`config.mk`:
```
export PLATFORM = sky130hd
export DESIGN_NAME = ipb_regs
export DESIGN_NICKNAME = d
export VERILOG_FILES = /design/src/core/ipb_pkg.sv /design/src/core/ipb_regs.sv /design/src/core/ipb_sync2.sv
export SDC_FILE = /design/constraint.sdc
export NUM_CORES = 1
export LEC_CHECK = 0
export ABC_CLOCK_PERIOD_IN_PS = 2950
export BUFFER_PORTS_ARGS = -buffer_cell sky130_fd_sc_hd__buf_2
export CAP_MARGIN = 20
export CORE_MARGIN = 3
export CORE_UTILIZATION = 49
export DETAILED_ROUTE_END_ITERATION = 7
export GPL_TIMING_DRIVEN = 0
export PLACE_DENSITY = 0.82
export SLEW_MARGIN = 30
export SYNTH_ARGS = -nofsm -noshare
export SYNTH_HDL_FRONTEND = slang
export SYNTH_SLANG_ARGS = --single-unit
export TNS_END_PERCENT = 100
```
`constraint.sdc`:
```
create_clock -name i_core_clk -period 2.95 [get_ports i_core_clk]
set_input_delay 0 -clock i_core_clk [delete_from_list [all_inputs] [get_ports i_core_clk]]
set_output_delay 0 -clock i_core_clk [all_outputs]
set_load 0.03 [all_outputs]
```
`src/core/ipb_pkg.sv`:
```
// Functional notes
// Output control writes land only while the key register holds 0x9D.
// Output control bit 7 keeps watchdog pin enabled on battery; resets zero.
// Output control bit 6 keeps interrupt pin enabled on battery; resets zero.
// Offset 0x28 reads part digits three and two in BCD.
// Offset 0x29 reads part digits one and zero in BCD.
// Revision register: major in bits 7:3, minor in bits 2:0.
// Offset 0x2B reads lot number bits 7:0.
// Offset 0x2C reads lot bit 9 over serial bits 14:8.
// Offset 0x2D reads serial bits 7:0.
// Wafer register: lot bit 8, wafer in 6:2, bits 1:0 reserved.
// Offset 0x3F: polarity 6, pin levels 5:4, pages 2 and 1:0.
// Low battery flag follows polarity: below or above reference threshold.
// Bits 5 and 4 read watchdog and interrupt pin levels.
// Standard page field forms top two bits of standard RAM address.
// Alternate page bit forms top bit of alternate RAM address.
// Read-only and reserved bits ignore writes; reserved bits read zero.
package ipb_pkg;
   // ************************************************************
   // Register offsets
   // ************************************************************
   localparam logic [7:0] IPB_OFS_PART_UPPER  = 8'h28;
   localparam logic [7:0] IPB_OFS_PART_LOWER  = 8'h29;
   localparam logic [7:0] IPB_OFS_REVISION    = 8'h2A;
   localparam logic [7:0] IPB_OFS_LOT_LOW     = 8'h2B;
   localparam logic [7:0] IPB_OFS_SERIAL_UP   = 8'h2C;
   localparam logic [7:0] IPB_OFS_SERIAL_LOW  = 8'h2D;
   localparam logic [7:0] IPB_OFS_WAFER       = 8'h2E;
   localparam logic [7:0] IPB_OFS_PIN_GATING  = 8'h30;
   localparam logic [7:0] IPB_OFS_RAM_PAGE    = 8'h3F;
   localparam logic [7:0] IPB_OFS_KEY         = 8'h1F;
   // ************************************************************
   // Key, reset values and field positions
   // ************************************************************
   localparam logic [7:0] IPB_KEY_UNLOCK      = 8'h9D;
   localparam logic [7:0] IPB_KEY_RST         = 8'h00;
   localparam logic [1:0] IPB_GATING_RST      = 2'h0;
   localparam logic       IPB_POL_RST         = 1'h0;
   localparam logic       IPB_ALT_PAGE_RST    = 1'h0;
   localparam logic [1:0] IPB_STD_PAGE_RST    = 2'h0;
   localparam int         IPB_WDOG_BIT        = 7;
   localparam int         IPB_EXT_BIT         = 6;
   localparam int         IPB_POL_BIT         = 6;
   localparam int         IPB_WDOG_LVL_BIT    = 5;
   localparam int         IPB_EXT_LVL_BIT     = 4;
   localparam int         IPB_ALT_PAGE_BIT    = 2;
   localparam int         IPB_STD_PAGE_LSB    = 0;
   localparam int         IPB_WAFER_LSB       = 2;
   localparam int         IPB_STD_OFS_W       = 6;
   localparam int         IPB_ALT_OFS_W       = 7;
endpackage

```
`src/core/ipb_regs.sv`:
```
`timescale 1ns/10ps
module ipb_regs #(
   parameter logic [3:0]  PART_DIGIT3 = 4'h0,
   parameter logic [3:0]  PART_DIGIT2 = 4'h0,
   parameter logic [3:0]  PART_DIGIT1 = 4'h0,
   parameter logic [3:0]  PART_DIGIT0 = 4'h0,
   parameter logic [4:0]  REV_MAJOR   = 5'h00,
   parameter logic [2:0]  REV_MINOR   = 3'h0,
   parameter logic [9:0]  LOT_NUMBER  = 10'h000,
   parameter logic [14:0] SERIAL_ID   = 15'h0000,
   parameter logic [4:0]  WAFER_NUM   = 5'h00
) (
   input  wire logic       i_core_clk,
   input  wire logic       i_rst,
   input  wire logic [7:0] i_addr,
   input  wire logic [7:0] i_wdata,
   input  wire logic       i_wr,
   input  wire logic       i_rd,
   output logic      [7:0] o_rdata,
   input  wire logic       i_on_battery,
   input  wire logic       i_watchdog_input_pin,
   input  wire logic       i_external_interrupt_pin,
   input  wire logic       i_vbat_above_ref,
   input  wire logic [5:0] i_std_ofs,
   input  wire logic [6:0] i_alt_ofs,
   output logic            o_watchdog_pin_gated,
   output logic            o_ext_irq_pin_gated,
   output logic            o_low_battery_flag,
   output logic      [7:0] o_std_ram_addr,
   output logic      [7:0] o_alt_ram_addr
);
   // ************************************************************
   // Pin synchronisers
   // ************************************************************
   logic [1:0] pin_sync;
   logic       vbat_sync;
   logic       watchdog_pin_level;
   logic       ext_irq_pin_level;

   ipb_sync2 #(.W(3)) u_sync (
      .i_core_clk (i_core_clk),
      .i_rst      (i_rst),
      .i_async    ({i_vbat_above_ref, i_watchdog_input_pin,
                    i_external_interrupt_pin}),
      .o_sync     ({vbat_sync, pin_sync})
   );

   assign watchdog_pin_level = pin_sync[1];
   assign ext_irq_pin_level  = pin_sync[0];

   // ************************************************************
   // Writable state
   // ************************************************************
   logic [7:0] key_r;
   logic       watchdog_pin_on_battery_r;
   logic       ext_irq_pin_on_battery_r;
   logic       low_battery_polarity_r;
   logic       alternate_page_bit_r;
   logic [1:0] standard_page_field_r;

   function automatic logic hit(input logic [7:0] a, input logic [7:0] o);
      hit = (a == o);
   endfunction

   always_ff @(posedge i_core_clk) begin
      if (i_rst) begin
         key_r <= ipb_pkg::IPB_KEY_RST;
      end else if (i_wr && hit(i_addr, ipb_pkg::IPB_OFS_KEY)) begin
         key_r <= i_wdata;
      end else if (i_wr && hit(i_addr, ipb_pkg::IPB_OFS_PIN_GATING)) begin
         // Each protected write consumes the key, so software re-arms it.
         key_r <= ipb_pkg::IPB_KEY_RST;
      end
   end

   always_ff @(posedge i_core_clk) begin
      if (i_rst) begin
         watchdog_pin_on_battery_r <= ipb_pkg::IPB_GATING_RST[1];
         ext_irq_pin_on_battery_r  <= ipb_pkg::IPB_GATING_RST[0];
      end else if (i_wr && hit(i_addr, ipb_pkg::IPB_OFS_PIN_GATING)
                   && key_r == ipb_pkg::IPB_KEY_UNLOCK) begin
         watchdog_pin_on_battery_r <= i_wdata[ipb_pkg::IPB_WDOG_BIT];
         ext_irq_pin_on_battery_r  <= i_wdata[ipb_pkg::IPB_EXT_BIT];
      end
   end

   always_ff @(posedge i_core_clk) begin
      if (i_rst) begin
         low_battery_polarity_r <= ipb_pkg::IPB_POL_RST;
         alternate_page_bit_r   <= ipb_pkg::IPB_ALT_PAGE_RST;
         standard_page_field_r  <= ipb_pkg::IPB_STD_PAGE_RST;
      end else if (i_wr && hit(i_addr, ipb_pkg::IPB_OFS_RAM_PAGE)) begin
         // Pin-level and reserved bits are dropped here.
         low_battery_polarity_r <= i_wdata[ipb_pkg::IPB_POL_BIT];
         alternate_page_bit_r   <= i_wdata[ipb_pkg::IPB_ALT_PAGE_BIT];
         standard_page_field_r  <=
            i_wdata[ipb_pkg::IPB_STD_PAGE_LSB +: 2];
      end
   end

   // ************************************************************
   // Pin gating, battery flag and RAM addresses
   // ************************************************************
   always_ff @(posedge i_core_clk) begin
      if (i_rst) begin
         o_watchdog_pin_gated <= 1'h0;
         o_ext_irq_pin_gated  <= 1'h0;
         o_low_battery_flag   <= 1'h0;
         o_std_ram_addr       <= 8'h00;
         o_alt_ram_addr       <= 8'h00;
      end else begin
         o_watchdog_pin_gated <= watchdog_pin_level
            & (~i_on_battery | watchdog_pin_on_battery_r);
         o_ext_irq_pin_gated  <= ext_irq_pin_level
            & (~i_on_battery | ext_irq_pin_on_battery_r);
         o_low_battery_flag   <= low_battery_polarity_r ? vbat_sync
                                                        : ~vbat_sync;
         o_std_ram_addr <= {standard_page_field_r, i_std_ofs};
         o_alt_ram_addr <= {alternate_page_bit_r, i_alt_ofs};
      end
   end

   // ************************************************************
   // Read path
   // ************************************************************
   logic [7:0] rdata_nxt;

   always_comb begin
      rdata_nxt = 8'h00;
      case (i_addr)
         ipb_pkg::IPB_OFS_PART_UPPER:
            rdata_nxt = {PART_DIGIT3, PART_DIGIT2};
         ipb_pkg::IPB_OFS_PART_LOWER:
            rdata_nxt = {PART_DIGIT1, PART_DIGIT0};
         ipb_pkg::IPB_OFS_REVISION:
            rdata_nxt = {REV_MAJOR, REV_MINOR};
         ipb_pkg::IPB_OFS_LOT_LOW:
            rdata_nxt = LOT_NUMBER[7:0];
         ipb_pkg::IPB_OFS_SERIAL_UP:
            rdata_nxt = {LOT_NUMBER[9], SERIAL_ID[14:8]};
         ipb_pkg::IPB_OFS_SERIAL_LOW:
            rdata_nxt = SERIAL_ID[7:0];
         ipb_pkg::IPB_OFS_WAFER:
            rdata_nxt = {LOT_NUMBER[8], WAFER_NUM, 2'h0};
         ipb_pkg::IPB_OFS_PIN_GATING:
            rdata_nxt = {watchdog_pin_on_battery_r,
                         ext_irq_pin_on_battery_r, 6'h00};
         ipb_pkg::IPB_OFS_RAM_PAGE:
            rdata_nxt = {1'h0, low_battery_polarity_r,
                         watchdog_pin_level, ext_irq_pin_level,
                         1'h0, alternate_page_bit_r,
                         standard_page_field_r};
         default:
            // The key reads as zero so it cannot be snooped.
            rdata_nxt = 8'h00;
      endcase
   end

   always_ff @(posedge i_core_clk) begin
      if (i_rst) begin
         o_rdata <= 8'h00;
      end else if (i_rd) begin
         o_rdata <= rdata_nxt;
      end else begin
         o_rdata <= 8'h00;
      end
   end
endmodule

```
`src/core/ipb_sync2.sv`:
```
`timescale 1ns/10ps
module ipb_sync2 #(
   parameter int W = 2
) (
   input  wire logic         i_core_clk,
   input  wire logic         i_rst,
   input  wire logic [W-1:0] i_async,
   output logic      [W-1:0] o_sync
);
   logic [W-1:0] meta_r;

   // The first stage feeds only the second one.
   always_ff @(posedge i_core_clk) begin
      if (i_rst) begin
         meta_r <= '0;
         o_sync <= '0;
      end else begin
         meta_r <= i_async;
         o_sync <= meta_r;
      end
   end
endmodule

```
==> results of run 1 <==
-- per-layer routing --
metal  share of wire [%]  up-vias  routed length, um
met5                   0        -                  0
met4                 1.0        0                 33
met3                 7.6        6                250
met1                  40      570               1325
met2                  51       49               1666
li1                    -      616                  -
-- layout by cell type, fill, tap and decap left out, types with 2 or more instances in the layout --
cell type,synthesis,layout
a22o_1,8,8
and2_1,5,5
buf_2,1,62
clkbuf_1,3,4
clkbuf_4,0,5
dfxtp_1,46,46
dlygate4sd3_1,0,28
mux2i_1,5,5
nand2_1,3,3
nand2b_1,4,4
nand4b_1,2,2
nor2_1,6,6
nor2b_1,24,24
nor3b_1,3,3
-- area by class of cell --
type	instances	area, sq um	share of cell area [%]
flip-flops and latches	46	920.9	42.27
repair buffers	89	585.6	26.88
multi-input cells	75	554.3	25.45
clock buffers	6	41.29	1.895
well taps	31	38.79	1.781
plain buffers	5	23.77	1.091
clock inverters	2	13.76	0.6318
-- repair_timing --
action / 4_1_cts / 5_1_grt
hold buffers: 28 / 0
endpoints found under the hold margin: 33 / 0
buffers inserted: 0 / 0
-- cell usage after synthesis, types with 2 or more instances --
cell | instances | share of area, %
a22o_1 | 8 | 4.7
and2_1 | 5 | 2.1
clkbuf_1 | 3 | 0.75
dfxtp_1 | 46 | 61
mux2i_1 | 5 | 3.3
nand2_1 | 3 | 0.75
nand2b_1 | 4 | 1.7
nand4b_1 | 2 | 1.2
nor2_1 | 6 | 1.5
nor2b_1 | 24 | 10
nor3b_1 | 3 | 1.5
-- sequential cells by signal (all words and copies together), names as in the netlist, 2 cells and up --
name and count:
u_sync.meta_r 3, standard_page_field_r 2, o_alt_ram_addr 8, u_sync.o_sync 3
o_std_ram_addr 8, key_r 8, o_rdata 7
-- power by group through the flow --
stage          combinational (W)  sequential [W]  clock, W
6_report                0.000121        0.000639  0.000285
5_1_grt                 0.000131        0.000641  0.000325
3_5_place_dp           0.0000930        0.000653         0
3_3_place_gp           0.0000909        0.000653         0
4_1_cts                 0.000120        0.000639  0.000295
2_1_floorplan          0.0000287        0.000675         0
-- cells by family after synthesis --
family	after synthesis	synth area share, %
mux	6	4.340
xor+xnor	1	0.5844
compound gates	11	6.595
simple gates	56	25.21
buf+inv	5	1.586
other cells	1	0.2502
flops	46	61.44
-- per-stage QoR --
stage	power (W)	utilization, %	setup slack (ns)
floorplan	0.0007042	-	1.883
global placement	0.0007435	65.15	1.778
detailed placement	0.0007462	65.15	1.770
CTS	0.001054	77.00	1.107
global route	0.001097	77.00	1.001
finish	0.001045	77.00	1.088
-- tightest hold or removal path, delay by kind of cell --
family	cells	cell delay [ns]
buf+inv	1	0.10
simple gates	2	0.22
-- path summary, 6_finish.rpt --
kind                                to  depth (start not counted)
max                         o_rdata[7]                          7
min                         o_rdata[6]                          3
max reg2reg  watchdog_pin_on_battery_r                          4
min reg2reg           u_sync.o_sync[2]                          1
==> run_results.csv, run 1 <==
group,metric,value,unit
run_status,status,"complete, no violations",
clock_network,cts_sinks,46,
global_route,grt_pass1_vias,1216,
worst_setup_path,r2r_start,"key_r[1]",
place,dp.cells,218,
synthesis,yosysSeqAreaShare,61.44,%
layout,synthToLayoutAreaGrowth,45.33,%
synthesis,avgSynthCellArea,11.90,sq um
pwr,switchingPower,0.0002534,W
pwr,combPwrFrac,11.6,%
worst_hold_path,hold_start,"i_rd",
worst_setup_path,cp.buffers_inverters,4,
layout,nFillCells,186,
timing,fin_crit_sh,63.12,%
timing,fin_crit,1.862,ns
pwr,cell_internal_pwr,0.0007915,W
drt,wl_per_cell,12.90,um
clock_network,clk_pin_slew,0.13,ns
clock_network,clk_latency,0.35,ns
synthesis,yosysWarnings,0,
worst_setup_path,path_delay_family,"buffers and inverters",
global_route,grt_first_pass_wirelength,5154,um
timing,clock_skew,0.01287,ns
clock_network,ctsHtreeMaxLevel,2,
layout,drive_gt1_share,34.53,%
synthesis,synth_edf_count,0,
timing,setup_violations,0,
pwr,swShare,24.25,%
drt,drtAntennaViolNets,0,
global_route,gr-max-usage-layer,"met2",
synthesis,syn_inst,126,
drt,vias,1241,
pwr,p_clk_share,27.3,%
place,placed_cell_area,1843,sq um
synthesis,synth_fp_nets,163,
floorplanning,die_w,61.31,um
worst_setup_path,worstPathMaxFanout,4,
worst_setup_path,slowest_delay,0.60,ns
pwr,power.density,479.7,nW/um^2
place,gp_congestion,0.7810,
clock_network,cts-root-buf,"clkbuf_4",
timing,fmax,537.1,MHz
worst_setup_path,critPathLaunch,"i_addr[3]",
pwr,vdd_ir_drop_max,429.5,uV
pwr,leakagePower,1.007,nW
place,port_buffers,61,
floorplanning,initial_core_util,52.99,%
global_route,grt_usage,19.10,%
floorplanning,core-area,2829,sq um
worst_setup_path,timing_worst_setup_path_type,"in2reg",
timing,tns,0,ns
worst_setup_path,critPathMostFrequentCell,"dlygate4sd3_1",
floorplanning,die_h,61.31,um
synthesis,synth_cell_types,28,
drt,wl,3276,um
worst_setup_path,slowest_stage,"dlygate4sd3_1",
global_route,antenna_found_initial,0,
floorplanning,io_pins,64,
layout,design_area,2178,sq um
global_route,grtUsageMet3,7.966,%
drt,viasPerCell,4.886,
worst_setup_path,crit_path_start_kind,"input pin",
drt,dr.pass1.iters,4,
timing,drv_slew,0,
worst_setup_path,rrSetupSlack,1.73,ns
clock_network,cts.path.max_buffers,2,
drt,first_iter_violations,21,
global_route,grt-ovfl-total,0,
global_route,grt_util_met2,33.99,%
timing,worst_hold_slack,0.01764,ns
floorplanning,num_rows,19,
job,maxCapViolCount,0,
layout,diodes,0,
clock_network,numCtsBuffers,5,
worst_hold_path,hold_path.class,"in2reg",
worst_setup_path,critPathArrivalTime,2.17,ns
synthesis,synth_flop_cell,"dfxtp_1",
global_route,grt_start_max_net_pins,15,
global_route,met1_usage,21.02,%
timing,hold_viol_final,0,
worst_setup_path,required,3.26,ns
layout,nNetsFinal,259,
timing,rsz0062_at_grt,"false",
floorplanning,die_area,3759,sq um
synthesis,ys_seq_elements,46,
worst_setup_path,path_cells,"dlygate4sd3_1, buf_2, nor4_4, dlygate4sd3_1, nand2_1, nor2_1, dlygate4sd3_1",
synthesis,async_reset_ff_share,0,%
place,hpwl,2176,um
worst_setup_path,endpoint_kind,"flop",
clock_network,cts_tree,"done",
drt,drcViolationCount,0,
pwr,power_frac_seq,61.1,%
synthesis,syn-cell-area,1499,sq um
clock_network,cts_resized,0,
layout,stdcell_count,254,
(Power assumes the default switching activity.)
==> inputs of run 2 (changes only) <==
ABC_AREA = 1   (was unset)
ABC_CLOCK_PERIOD_IN_PS = 1500   (was 2950)
CORE_UTILIZATION = 42   (was 49)
PLACE_DENSITY = 0.74   (was 0.82)
clock period = 1.5 ns   (was 2.95 ns; I/O delays follow)
==> run 2 against run 1 <==
  * Critical path depth unchanged
  * Sequential power up 97%
  * Cell count up 29%
  * Non-clock buffer count down 4
  * Register-to-register slack worse by 1.3 ns
  * Clock power rose to 2.8 times the previous value
  * Global-route usage down 3.7 points
  * First-iteration DRC count up 130%
  * Design area up 5.3%
  * Routed wire length up 3.1%
  * Area after synthesis up 7.2%
  * Hold slack worse by 0.0067 ns
  * Critical path type is now reg2reg
==> run_results.csv, run 2 <==
group,metric,value,unit
synthesis,synth_edf_count,0,
synthesis,synth_top_cell_area_share,57.32,%
worst_setup_path,rrSetupSlack,0.46,ns
timing,fin_ws,0.4641,ns
worst_setup_path,required,1.73,ns
drt,dr.pass1.iters,4,
floorplanning,die_h,67.85,um
global_route,grt-ovfl-total,0,
drt,viasPerCell,4.497,
clock_network,cts.path.max_buffers,2,
global_route,grt_start_max_net_pins,15,
synthesis,synth_flop_cell,"dfxtp_1",
layout,drive_gt1_share,29.43,%
pwr,vdd_ir_drop_max,469.5,uV
clock_network,cts_resized,0,
timing,rsz0062_at_grt,"false",
pwr,leakagePower,1.105,nW
global_route,grt_util_met2,26.49,%
floorplanning,io_pins,64,
worst_setup_path,crit_path_start_kind,"flop",
pwr,power.density,1006,nW/um^2
synthesis,synth_fp_nets,228,
layout,nNetsFinal,318,
drt,vias,1475,
clock_network,ctsHtreeMaxLevel,2,
synthesis,ys_seq_elements,46,
timing,tns,0,ns
synthesis,yosys.area.top_type,"dfxtp_1",
drt,wl_per_cell,10.30,um
place,hpwl,2361,um
synthesis,synth_cell_types,22,
timing,fin_crit_sh,69.06,%
global_route,grt_pass1_vias,1225,
floorplanning,die_w,67.85,um
layout,mostFrequentLayoutCells,"buf_2 (62), dfxtp_1 (46), nor2_1 (35)",
layout,final_common_cell,"buf_2",
timing,hold_viol_final,0,
clock_network,clk_pin_slew,0.08,ns
floorplanning,initial_core_util,45.97,%
worst_setup_path,critPathArrivalTime,1.27,ns
global_route,grt_first_pass_wirelength,5292,um
timing,fin_crit,1.036,ns
synthesis,async_reset_ff_share,0,%
run_status,status,"complete, no violations",
global_route,grtUsageMet3,3.448,%
layout,reg_top3,"key_r (8), o_alt_ram_addr (8), o_std_ram_addr (8)",
synthesis,syn-cell-area,1607,sq um
timing,fmax,965.4,MHz
worst_setup_path,endpoint_kind,"flop",
pwr,swShare,22.86,%
synthesis,yosysSeqAreaShare,57.32,%
worst_setup_path,worstPathMaxFanout,3,
global_route,met1_usage,17.97,%
floorplanning,num_rows,21,
clock_network,numCtsBuffers,5,
place,port_buffers,61,
pwr,power_frac_seq,54.4,%
worst_hold_path,hold_path.class,"in2reg",
global_route,antenna_found_initial,0,
place,post-place-ws,0.4140,ns
drt,drtAntennaViolNets,0,
global_route,gr-max-usage-layer,"met2",
pwr,p_clk_share,34.9,%
synthesis,avgSynthCellArea,8.411,sq um
clock_network,cts_sinks,46,
timing,setup_violations,0,
place,gp_congestion,0.8443,
synthesis,yosysWarnings,0,
timing,clock_skew,0.003630,ns
pwr,combPwrFrac,10.7,%
floorplanning,die_area,4603,sq um
synthesis,yosys-top-cells-area,"dfxtp_1 (57%), nor2_1 (8.2%), inv_1 (7.7%), nand4_1 (4.3%), a21oi_1 (4.0%)",
floorplanning,core-area,3495,sq um
layout,diodes,0,
drt,wl,3379,um
pwr,cell_internal_pwr,0.001780,W
worst_setup_path,timing_worst_setup_path_type,"reg2reg",
layout,synthToLayoutAreaGrowth,42.83,%
synthesis,yosysMostFrequentCell,"dfxtp_1",
clock_network,cts_tree,"done",
global_route,grt_usage,15.37,%
timing,worst_hold_slack,0.01090,ns
synthesis,syn_inst,191,
pwr,switchingPower,0.0005276,W
job,maxCapViolCount,0,
timing,drv_slew,0,
clock_network,clk_latency,0.29,ns
synthesis,synth_common_cells,"dfxtp_1 (46), nor2_1 (35), inv_1 (33)",
drt,first_iter_violations,48,
drt,drcViolationCount,0,
clock_network,cts-root-buf,"clkbuf_8",
run 2: cell count changes after synthesis, sizes merged, moves of 8 or more:
cell,before,now
nor2b,25,0
nand2,3,16
nand3,1,11
nand4,0,11
nor2,6,40
a21oi,1,13
inv,0,34
a22o,8,0
run 2: kinds of logic (layout without fill, tap and decap cells):
group / after synthesis / count (layout) / synth area share [%]
and+or+nand+nor: 83 / 83 / 25.62
xor gates and xnor gates: 1 / 1 / 0.5453
buffers and inverters: 41 / 132 / 10.36
DFF: 46 / 46 / 57.32
other: 1 / 1 / 0.2334
AOI/OAI and AO/OA: 19 / 19 / 5.919
run 2: path summary, 6_finish.rpt:
path	start	to	cells after the start
worst max-delay path	key_r[5]	watchdog_pin_on_battery_r	7
worst min-delay path	i_wdata[0]	standard_page_field_r[0]	3
worst max register to register	key_r[5]	watchdog_pin_on_battery_r	7
worst min register to register	u_sync.meta_r[1]	u_sync.o_sync[1]	2
run 2: layout make-up:
type / count / area [sq um]
clock buffers: 7 / 96.34
repair buffers: 83 / 525.5
flip-flops and latches: 46 / 920.9
well taps: 46 / 57.56
plain buffers: 7 / 38.79
clock inverters: 1 / 8.758
inverters: 34 / 127.6
multi-input cells: 104 / 519.2
fillers: 314 / 1200
run 2: power by group through the flow:
stage               Sequential (W)  Clock [W]  Combinational, W
floorplan                  0.00133          0         0.0000721
global placement           0.00128          0          0.000198
detailed placement         0.00128          0          0.000201
CTS                        0.00126   0.000831          0.000247
global route               0.00126   0.000867          0.000270
finish                     0.00126   0.000806          0.000246
run 2: metrics by stage:
step	instances	power [W]	cell area [sq um]	utilization (%)
after global placement	298	0.001482	1969	56.36
after detailed placement	298	0.001486	1969	56.36
after global routing	328	0.002396	2295	65.66
after floorplan	191	0.001401	1607	-
after CTS	328	0.002334	2295	65.66
final	328	0.002308	2295	65.66
run 2: critical path, cell delays in order, from the launching register on:
cell and delay, ns:
dfxtp_1 0.32, nor2_1 0.10, nand2_1 0.07, nor2_1 0.17, inv_1 0.07, nor2_2 0.12, nor2_1 0.05, nor2_1 0.08
run 2: what timing repair did:
action,4_1_cts,5_1_grt
hold endpoints to repair,22,0
hold buffers,22,0
buffers inserted,0,0
run 2: layer usage:
metal	wire, um	part of all wire, %	vias up
li1	-	-	770
met1	1310	39	649
met2	1739	51	48
met3	259	7.7	8
met4	70	2.1	0
met5	0	0	-
